==> config.mk <==
export PLATFORM = sky130hd
export DESIGN_NAME = fwd_watchdog
export DESIGN_NICKNAME = d
export VERILOG_FILES = /design/src/fwd_pkg.sv /design/src/fwd_timebase.sv /design/src/fwd_watchdog.sv
export VERILOG_INCLUDE_DIRS = /design/src
export SDC_FILE = /design/constraint.sdc
export NUM_CORES = 1
export LEC_CHECK = 0
export BUFFER_PORTS_ARGS = -buffer_cell sky130_fd_sc_hd__clkbuf_2
export CORE_ASPECT_RATIO = 1.75
export CORE_MARGIN = 3
export CORE_UTILIZATION = 30
export DETAILED_ROUTE_END_ITERATION = 10
export PLACE_DENSITY_LB_ADDON = 0.05
export SLEW_MARGIN = 5
export SYNTH_ARGS = -nofsm -noshare
export SYNTH_HDL_FRONTEND = slang
export SYNTH_SLANG_ARGS = --single-unit
==> constraint.sdc <==
create_clock -name clk -period 4.95 [get_ports clk]
set_input_delay 0.495 -clock clk [delete_from_list [all_inputs] [get_ports clk]]
set_output_delay 0.495 -clock clk [all_outputs]
set_load 0.005 [all_outputs]
==> src/fwd_params.svh <==
// constants for the free running watchdog: offsets, fields, reset values, timing counts
// assumes a 125 MHz system clock and a one-cycle strobe per divided oscillator period
`ifndef FWD_PARAMS_SVH
`define FWD_PARAMS_SVH

// register byte offsets on the APB
`define FWD_CTRL_OFFSET 12'h000
`define FWD_STATUS_OFFSET 12'h004

// watchdog_control fields and reset value
`define FWD_ACT_BIT 7
`define FWD_TOP_BIT 6
`define FWD_CTRL_RESET 8'h7F
`define FWD_EXPIRE_VALUE 7'h40

// status fields
`define FWD_ST_ACTIVE_BIT 0
`define FWD_ST_PULSE_BIT 1
`define FWD_ST_HWOPT_BIT 2

// timebase: decrement every 16384 oscillator periods, split as div 64 then 256 stages
`define FWD_TICK_OSC 16384
`define FWD_DIV 64
`define FWD_STAGE_STEPS (`FWD_TICK_OSC / `FWD_DIV)
`define FWD_MIN_BASE_OFFSET 128

// per-timebase constants (msb / lsb) for codes 00, 01, 10, 11 (2, 4, 10, 25 ms)
`define FWD_MSB_TB0 4
`define FWD_MSB_TB1 8
`define FWD_MSB_TB2 20
`define FWD_MSB_TB3 49
`define FWD_LSB_TB0 59
`define FWD_LSB_TB1 53
`define FWD_LSB_TB2 35
`define FWD_LSB_TB3 54

// reset pulse length, rounded down to whole clock cycles
`define FWD_PULSE_NS 30000
`define FWD_CLK_MHZ 125
`define FWD_PULSE_CYCLES (`FWD_PULSE_NS * `FWD_CLK_MHZ / 1000)

`endif

==> src/fwd_pkg.sv <==
// types shared by the watchdog files
// assumes fwd_params.svh supplies the numeric constants
package fwd_pkg;
  typedef enum logic {st_idle, st_pulse} fwd_state_t;
  typedef logic [6:0] fwd_count_t;
endpackage : fwd_pkg

==> src/fwd_timebase.sv <==
// watchdog timebase prescaler: oscillator strobe -> one decrement tick per 16384 strobes
// assumes osc_tick is a one-cycle strobe synchronous to clk
`timescale 1ns/1ns
`include "fwd_params.svh"
module fwd_timebase (
  // system
  input wire logic clk,
  input wire logic rst,
  // timebase
  input wire logic osc_tick,
  input wire logic [1:0] timebase_select,
  input wire logic ctrl_write,
  // tick out
  output logic wdg_tick
);

  function automatic logic [8:0] lsb_of(input logic [1:0] sel);
    logic [8:0] v;
    v = 9'(`FWD_LSB_TB0);
    case (sel)
      2'h1: v = 9'(`FWD_LSB_TB1);
      2'h2: v = 9'(`FWD_LSB_TB2);
      2'h3: v = 9'(`FWD_LSB_TB3);
      default: v = 9'(`FWD_LSB_TB0);
    endcase
    return v;
  endfunction : lsb_of

  logic [5:0] div_r;
  logic [7:0] stage_r;
  logic skip_r;
  logic tick_r;

  wire div_wrap = osc_tick && (div_r == 6'(`FWD_DIV - 1));
  wire stage_wrap = div_wrap && (stage_r == 8'(`FWD_STAGE_STEPS - 1));
  wire [8:0] remaining = 9'(`FWD_STAGE_STEPS) - {1'b0, stage_r};
  wire [8:0] min_first = lsb_of(timebase_select) + 9'(`FWD_MIN_BASE_OFFSET);
  // a write too close to the next stage wrap drops that tick
  wire too_close = ctrl_write && (remaining <= min_first);

  // prescaler runs freely and a write never restarts it
  always_ff @(posedge clk or posedge rst)
  begin
    if (rst)
    begin
      div_r <= 6'h00;
      stage_r <= 8'h00;
    end
    else if (osc_tick)
    begin
      div_r <= div_r + 6'h01;
      if (div_wrap)
        stage_r <= stage_r + 8'h01;
    end
  end

  always_ff @(posedge clk or posedge rst)
  begin
    if (rst)
      skip_r <= 1'b0;
    else if (stage_wrap)
      skip_r <= 1'b0;
    else if (too_close)
      skip_r <= 1'b1;
  end

  always_ff @(posedge clk or posedge rst)
  begin
    if (rst)
      tick_r <= 1'b0;
    else
      tick_r <= stage_wrap && !skip_r && !too_close;
  end

  assign wdg_tick = tick_r;

endmodule : fwd_timebase

==> src/fwd_watchdog.sv <==
// free running watchdog: control register on APB, 7-bit down counter, reset pulse
// assumes APB master in the clk domain and synchronous option and halt inputs
//
// Notes on behaviour
// counter decrements once every 16384 divided oscillator periods, approximately.
// lower six counter bits give 64 programmable timeout steps.
// active watchdog rolling counter from 40h to 3Fh starts a reset.
// reset pin pulled low about 30 microseconds for a watchdog reset.
// software rewrites the control register regularly before expiry.
// counter keeps decrementing even while the watchdog is inactive.
// software writes only FFh down to C0h.
// lower six bits are the steps remaining before reset.
// control writes never restart the prescaler, so timeout has min and max.
// watchdog off after any reset; once on, software cannot disable it.
// write with activation set and top bit clear resets at once.
// halt while active with halt-reset option set causes a reset.
// option input selects the hardware watchdog variant.
// minimum base timeout is (lsb plus 128) times 64 oscillator periods.
// timebase codes 00..11 pick constant pairs 4/59, 8/53, 20/35, 49/54.
// software may set the activation bit; only a reset clears it.
// hardware option keeps the watchdog always active, activation bit ignored.
// a write loads all seven counter bits; counting resumes from there.
//
// The placing of the registers and register access over APB were left to the implementer.
`timescale 1ns/1ns
`include "fwd_params.svh"
module fwd_watchdog (
  // system
  input wire logic clk,
  input wire logic rst,
  // apb slave
  input wire logic psel,
  input wire logic penable,
  input wire logic pwrite,
  input wire logic [11:0] paddr,
  input wire logic [31:0] pwdata,
  output logic [31:0] prdata,
  output logic pready,
  output logic pslverr,
  // timebase and options
  input wire logic osc_tick,
  input wire logic [1:0] timebase_select,
  input wire logic hw_watchdog_opt,
  input wire logic halt_reset_option,
  input wire logic halt_exec,
  // reset pin, open drain
  output logic reset_pin_out,
  output logic reset_pin_oe
);

  localparam int PULSE_LAST = `FWD_PULSE_CYCLES - 1;

  fwd_pkg::fwd_state_t state_r;
  fwd_pkg::fwd_state_t state_nxt;
  fwd_pkg::fwd_count_t count_r;
  fwd_pkg::fwd_count_t count_nxt;
  logic act_r;
  logic act_nxt;
  logic [11:0] pulse_cnt_r;
  logic [11:0] pulse_cnt_nxt;
  logic oe_r;
  logic [31:0] prdata_r;
  logic wdg_tick;

  // bus decode
  wire setup_rd = psel && !penable && !pwrite;
  wire access = psel && penable;
  wire hit_ctrl = (paddr == `FWD_CTRL_OFFSET);
  wire hit_status = (paddr == `FWD_STATUS_OFFSET);
  wire mapped = hit_ctrl || hit_status;
  wire wr_ctrl = access && pwrite && hit_ctrl;

  fwd_timebase u_timebase (
    .clk(clk),
    .rst(rst),
    .osc_tick(osc_tick),
    .timebase_select(timebase_select),
    .ctrl_write(wr_ctrl),
    .wdg_tick(wdg_tick)
  );

  // activation and triggers
  wire eff_active = act_r || hw_watchdog_opt;
  wire wr_act = pwdata[`FWD_ACT_BIT] || act_r || hw_watchdog_opt;
  wire idle = (state_r == fwd_pkg::st_idle);
  wire pulse_end = (state_r == fwd_pkg::st_pulse) && (pulse_cnt_r == 12'(PULSE_LAST));
  wire expire = wdg_tick && !wr_ctrl && (count_r == `FWD_EXPIRE_VALUE) && eff_active;
  wire sw_reset = wr_ctrl && wr_act && !pwdata[`FWD_TOP_BIT];
  wire halt_reset = halt_exec && eff_active && halt_reset_option;
  wire trigger = idle && (expire || sw_reset || halt_reset);

  wire [7:0] ctrl_view = {act_r, count_r};
  wire [2:0] status_view = {hw_watchdog_opt, !idle, eff_active};
  wire [31:0] rd_mux = hit_ctrl ? {24'h000000, ctrl_view} :
                       hit_status ? {29'h00000000, status_view} : 32'h00000000;

  // counter and activation next state
  always_comb
  begin
    count_nxt = count_r;
    act_nxt = act_r;
    if (pulse_end)
    begin
      count_nxt = 7'(`FWD_CTRL_RESET);
      act_nxt = 1'b0;
    end
    else if (wr_ctrl)
    begin
      count_nxt = pwdata[6:0];
      act_nxt = act_r || pwdata[`FWD_ACT_BIT];
    end
    else if (wdg_tick)
      count_nxt = count_r - 7'h01;
  end

  // reset pulse sequencer
  always_comb
  begin
    state_nxt = state_r;
    pulse_cnt_nxt = pulse_cnt_r;
    case (state_r)
      fwd_pkg::st_idle:
      begin
        pulse_cnt_nxt = 12'h000;
        if (trigger)
          state_nxt = fwd_pkg::st_pulse;
      end
      fwd_pkg::st_pulse:
      begin
        pulse_cnt_nxt = pulse_cnt_r + 12'h001;
        if (pulse_end)
        begin
          state_nxt = fwd_pkg::st_idle;
          pulse_cnt_nxt = 12'h000;
        end
      end
      default:
        state_nxt = fwd_pkg::st_idle;
    endcase
  end

  always_ff @(posedge clk or posedge rst)
  begin
    if (rst)
    begin
      count_r <= 7'(`FWD_CTRL_RESET);
      act_r <= 1'b0;
    end
    else
    begin
      count_r <= count_nxt;
      act_r <= act_nxt;
    end
  end

  always_ff @(posedge clk or posedge rst)
  begin
    if (rst)
    begin
      state_r <= fwd_pkg::st_idle;
      pulse_cnt_r <= 12'h000;
      oe_r <= 1'b0;
    end
    else
    begin
      state_r <= state_nxt;
      pulse_cnt_r <= pulse_cnt_nxt;
      oe_r <= (state_nxt == fwd_pkg::st_pulse);
    end
  end

  always_ff @(posedge clk or posedge rst)
  begin
    if (rst)
      prdata_r <= 32'h00000000;
    else if (setup_rd)
      prdata_r <= rd_mux;
  end

  assign prdata = prdata_r;
  assign pready = 1'b1;
  assign pslverr = access && !mapped;
  assign reset_pin_out = 1'b0;
  assign reset_pin_oe = oe_r;

  chk_expire_reset: assert property (
    @(posedge clk) disable iff (rst)
    expire && idle |=> reset_pin_oe
  ) else $error("expiry at 40h did not start reset pulse");

  chk_pulse_len: assert property (
    @(posedge clk) disable iff (rst)
    $fell(reset_pin_oe) |-> $past(pulse_cnt_r) == 12'(PULSE_LAST)
  ) else $error("reset pulse length wrong");

  chk_pulse_hold: assert property (
    @(posedge clk) disable iff (rst)
    $rose(reset_pin_oe) |-> reset_pin_oe [*8]
  ) else $error("reset pulse ended too early");

  chk_count_dec: assert property (
    @(posedge clk) disable iff (rst)
    wdg_tick && !wr_ctrl && !pulse_end |=> count_r == $past(count_r) - 7'h01
  ) else $error("counter did not decrement on tick");

  chk_count_hold: assert property (
    @(posedge clk) disable iff (rst)
    !wdg_tick && !wr_ctrl && !pulse_end |=> $stable(count_r)
  ) else $error("counter moved without tick");

  chk_write_load: assert property (
    @(posedge clk) disable iff (rst)
    wr_ctrl && !pulse_end |=> count_r == $past(pwdata[6:0])
  ) else $error("write did not load counter");

  chk_act_sticky: assert property (
    @(posedge clk) disable iff (rst)
    act_r && !pulse_end |=> act_r
  ) else $error("activation bit cleared by software");

  chk_act_cleared: assert property (
    @(posedge clk) disable iff (rst)
    pulse_end |=> !act_r && count_r == 7'(`FWD_CTRL_RESET)
  ) else $error("reset did not clear activation");

  chk_sw_reset: assert property (
    @(posedge clk) disable iff (rst)
    wr_ctrl && pwdata[7] && !pwdata[6] && idle |=> reset_pin_oe
  ) else $error("software reset write ignored");

  chk_halt_reset: assert property (
    @(posedge clk) disable iff (rst)
    halt_exec && halt_reset_option && eff_active && idle |=> reset_pin_oe
  ) else $error("halt reset not generated");

  chk_hw_option: assert property (
    @(posedge clk) disable iff (rst)
    hw_watchdog_opt && wdg_tick && !wr_ctrl && count_r == 7'h40 && idle |=> reset_pin_oe
  ) else $error("hardware watchdog did not reset");

  chk_no_spurious: assert property (
    @(posedge clk) disable iff (rst)
    idle && !trigger |=> !reset_pin_oe
  ) else $error("reset pulse without cause");

  chk_rd_ctrl: assert property (
    @(posedge clk) disable iff (rst)
    setup_rd && hit_ctrl |=> prdata == {24'h000000, $past(act_r), $past(count_r)}
  ) else $error("control read data wrong");

  chk_rd_hwopt: assert property (
    @(posedge clk) disable iff (rst)
    setup_rd && hit_status |=> prdata[`FWD_ST_HWOPT_BIT] == $past(hw_watchdog_opt)
  ) else $error("status hardware option bit wrong");

  chk_hw_active: assert property (
    @(posedge clk) disable iff (rst)
    setup_rd && hit_status && hw_watchdog_opt |=> prdata[`FWD_ST_ACTIVE_BIT]
  ) else $error("hardware option not shown active");

  chk_rd_pulse: assert property (
    @(posedge clk) disable iff (rst)
    setup_rd && hit_status |=> prdata[`FWD_ST_PULSE_BIT] == $past(reset_pin_oe)
  ) else $error("status pulse bit wrong");

  chk_oe_state: assert property (
    @(posedge clk) disable iff (rst)
    reset_pin_oe == !idle
  ) else $error("reset pin enable out of step with pulse");

  chk_pulse_count: assert property (
    @(posedge clk) disable iff (rst)
    !idle && !pulse_end |=> !idle && pulse_cnt_r == $past(pulse_cnt_r) + 12'h001
  ) else $error("reset pulse restarted or stalled");

  chk_idle_dec: assert property (
    @(posedge clk) disable iff (rst)
    wdg_tick && !wr_ctrl && !pulse_end && !eff_active |=> count_r == $past(count_r) - 7'h01
  ) else $error("inactive counter stopped");

  chk_inactive_quiet: assert property (
    @(posedge clk) disable iff (rst)
    wdg_tick && count_r == `FWD_EXPIRE_VALUE && !eff_active && !wr_ctrl && idle |=> !reset_pin_oe
  ) else $error("inactive watchdog reset on expiry");

  chk_write_sets_act: assert property (
    @(posedge clk) disable iff (rst)
    wr_ctrl && pwdata[`FWD_ACT_BIT] && !pulse_end |=> act_r
  ) else $error("activation bit not set by write");

  chk_tick_single: assert property (
    @(posedge clk) disable iff (rst)
    wdg_tick |=> !wdg_tick
  ) else $error("decrement tick longer than one cycle");

  chk_expire_step: assert property (
    @(posedge clk) disable iff (rst)
    expire && !pulse_end |=> count_r == 7'h3F
  ) else $error("expiry did not roll to 3Fh");

  chk_hw_sw_reset: assert property (
    @(posedge clk) disable iff (rst)
    wr_ctrl && hw_watchdog_opt && !pwdata[`FWD_TOP_BIT] && idle |=> reset_pin_oe
  ) else $error("hardware option write with top bit clear ignored");

  chk_halt_inactive: assert property (
    @(posedge clk) disable iff (rst)
    halt_exec && !eff_active && !wr_ctrl && idle |=> !reset_pin_oe
  ) else $error("halt reset while watchdog inactive");

endmodule : fwd_watchdog

==> impl_metrics.toml <==
[clocking]
clock-root-buffer = "clkbuf_16"
cts.sinks = 45
cts_htree_levels = 2
cts_tree = "built"
cts_buffers = 5
clkLatencyLatePin_ns = 0.29
clkTransAtPathRegs_ns = 0.06
cts_hold_buf = 0
cts_resized = 0
post_cts_buffers = 0
clk_path_buf_depth = 2

[routing]
drt-initial-drc-count = 76
drc = 0
routed_wl_mm = 5.627
first_pass_iters = 4
ant_nets = 0
vias = 1888
routed_via_density = 4.442
drt-wirelength-per-cell_microns = 13.24

[power]
swShare_pct = 29.54
power.internal_uw = 717.4
p_sw_uw = 300.7
seq_power_share_pct = 49.2
power_frac_comb_pct = 17.5
clkPwrFrac_pct = 33.3
ir_drop_mv = 0.1371
p_leak_uw = 0.001399
powerDensity_mw_per_mm2 = 336.1

[grt]
use_met1_pct = 13.42
track_usage_pct = 11.87
grt_max_degree = 46
grt_pass1_wl_mm = 9.287
use_met2_pct = 20.78
antenna_found_initial = 0
first_global_vias = 1869
top_usage_layer = "met2"
grt-ovfl-total = 0
use_met3_pct = 3.086

[yosys]
synth_commonest_cells = "38 x dfrtp_1, 26 x buf_4, 26 x nand2_1, 22 x nor2_1, 22 x xnor2_1"
avgSynthCellArea_sq_um = 9.931
yosysMostFrequentCell = "dfrtp_1"
ys_seq_elements = 45
syn_area_sq_mm = 0.002671
synth_top_area_share_pct = 35.60
synth.distinct_cells = 51
synth_area_leaders = "dfrtp_1 36%, buf_4 7.3%, xnor2_1 7.2%, dfstp_2 6.9%, ha_1 5.2%"
synth_top_cell_by_area = "dfrtp_1"
async_reset_ff_share_pct = 100.0
ys_warn_count = 0
ys_seq_area_share_pct = 42.48
synth_cells = 269
synth_edf_count = 0
ys.flop_type = "dfrtp_1"

[outcome]
outcome = "complete, no violations"

[timing]
fmax_mhz = 438.5
finalSetupViolations = 0
rsz0062_at_grt = "no"
fin_crit_sh_pct = 46.07
maxSlewViolCount = 0
worstMarginPinSlew_ns = 0.6978
period_needed_ns = 2.281
relSlewSlack_pct = 53.33
fin_skew_ns = 0.001913
hold_viol = 0
fin_tns_setup_ns = 0

[final_layout]
diodes = 0
nNetsFinal = 375
area_delta_synth_final_pct = 13.40
fillers = 897
drive_above_1_share_pct = 21.61
fin_util_pct = 35.73

[worst_setup_path]
cpMostUsedCell = "ha_1"
path_depth = 10
reg2reg_depth = 10
worstReg2RegEnd = "u_timebase.wdg_tick$_DFF_PP0_"
worst_setup_path_end_kind = "flop"
cp_cell_sequence = "inv_1 > ha_1 > nand2_1 > xnor2_1 > ha_1 > a21oi_1 > o21ai_0 > o211ai_2 > nand4_2 > and3b_1"
cp_data_arrival_time_ns = 2.46
path_max_fanout = 6
critPathSlowestCell = "dfrtp_1"
crit_buf_inv = 1
reg2reg_from = "u_timebase.stage_r[0]$_DFFE_PP0P_"
cp-start-kind = "flop"
r2r_slack_ns = 2.67
cp.required_ns = 5.13
critPathTopFamily = "adder cells"
slowest_delay_ns = 0.44
path_class = "reg -> reg"

[die]
core-area_sq_mm = 0.008478
die-area_sq_mm = 0.01012
die_w_microns = 77.33
ios = 91
start_util_pct = 31.51
die_h_microns = 130.8
rows = 44

[run]
drv_cap = 0

[place]
dp.final_hpwl_mm = 4.296
globalplace.congestion = 0.7138
port_buffers = 40

[hold_path]
hp-class = "in -> async"
==> registers in the layout (all words and copies together) (netlist names) <==
name	count
prdata	8
u_timebase.div_r	6
act_r	1
u_timebase.skip_r	1
u_timebase.stage_r	8
u_timebase.wdg_tick	1
reset_pin_oe	1
count_r	7
pulse_cnt_r	12
==> cell families after synthesis <==
logic type	share of synthesized area, %
AOI/OAI and AO/OA	6.370
adders and majority gates	5.152
buffers and inverters	10.16
and+or+nand+nor	20.89
DFF	42.48
xor gates and xnor gates	10.49
muxes	4.169
other	0.2811
==> routing by layer <==
layer,share of wire (%),wire (microns),up-vias
met5,0,0,-
met4,2.1,119,0
met3,5.8,327,6
met2,51,2851,54
met1,41,2328,890
li1,-,-,938
==> through the flow <==
step | power, uW | cell area [sq um] | hold slack (ns) | instances | setup WS [ns]
after floorplan | 644.6 | 2761 | 0.4420 | 293 | 2.989
after global placement | 686.0 | 2883 | 0.4613 | 417 | 2.607
after detailed placement | 689.4 | 2883 | 0.4604 | 417 | 2.592
after CTS | 1034 | 3029 | 0.3647 | 425 | 2.613
after global routing | 1090 | 3029 | 0.4177 | 425 | 2.471
final | 1018 | 3029 | 0.3252 | 425 | 2.669
==> placed cells by master (no fill, tap or decap), drive strengths merged, types with 6 or more instances in the layout <==
master	Yosys	final
dfrtp	38	38
nand3	10	10
mux2i	10	10
xor2	10	10
nor2	24	24
nand4	6	6
conb	2	26
xnor2	22	22
clkbuf	4	48
ha	11	11
dfstp	7	7
nor3	7	7
nand2	26	26
inv	11	10
o21ai	7	7
==> how the worst max path moves through the flow <==
stage | start | to | slack, ns
6_report | u_timebase.stage_r[0]$_DFFE_PP0P_ | u_timebase.wdg_tick$_DFF_PP0_ | 2.67
5_1_grt | u_timebase.stage_r[0]$_DFFE_PP0P_ | u_timebase.wdg_tick$_DFF_PP0_ | 2.47
4_1_cts | u_timebase.stage_r[0]$_DFFE_PP0P_ | u_timebase.wdg_tick$_DFF_PP0_ | 2.61
3_5_place_dp | paddr[5] | u_timebase.wdg_tick$_DFF_PP0_ | 2.59
3_3_place_gp | paddr[5] | reset_pin_oe$_DFF_PP0_ | 2.61
2_1_floorplan | u_timebase.stage_r[0]$_DFFE_PP0P_ | u_timebase.wdg_tick$_DFF_PP0_ | 2.99
==> cell type report <==
cell class,count,area [sq um],share of cell area [%]
multi-input combinational,205,1355,44.73
inverter,11,41.29,1.363
timing repair buffer,41,207.7,6.857
clock buffer,8,146.4,4.833
tap,115,143.9,4.750
sequential,45,1135,37.46
==> power by group through the flow <==
stage                     combinational [uW]  sequential [uW]  clock, uW
after global placement                   179              507          0
after global routing                     211              512        366
after CTS                                182              502        350
after detailed placement                 183              507          0
after floorplan                          162              482          0
final                                    178              500        340
==> worst reg2reg max path, delay by kind of cell (launching register included) <==
| family | cells | cell delay, ns |
|---|---|---|
| xor gates and xnor gates | 1 | 0.13 |
| adders and majority gates | 2 | 0.58 |
| buffers and inverters | 1 | 0.17 |
| DFF | 1 | 0.44 |
| AOI/OAI and AO/OA | 3 | 0.43 |
| and+or+nand+nor | 3 | 0.40 |
(Power assumes the default switching activity.)
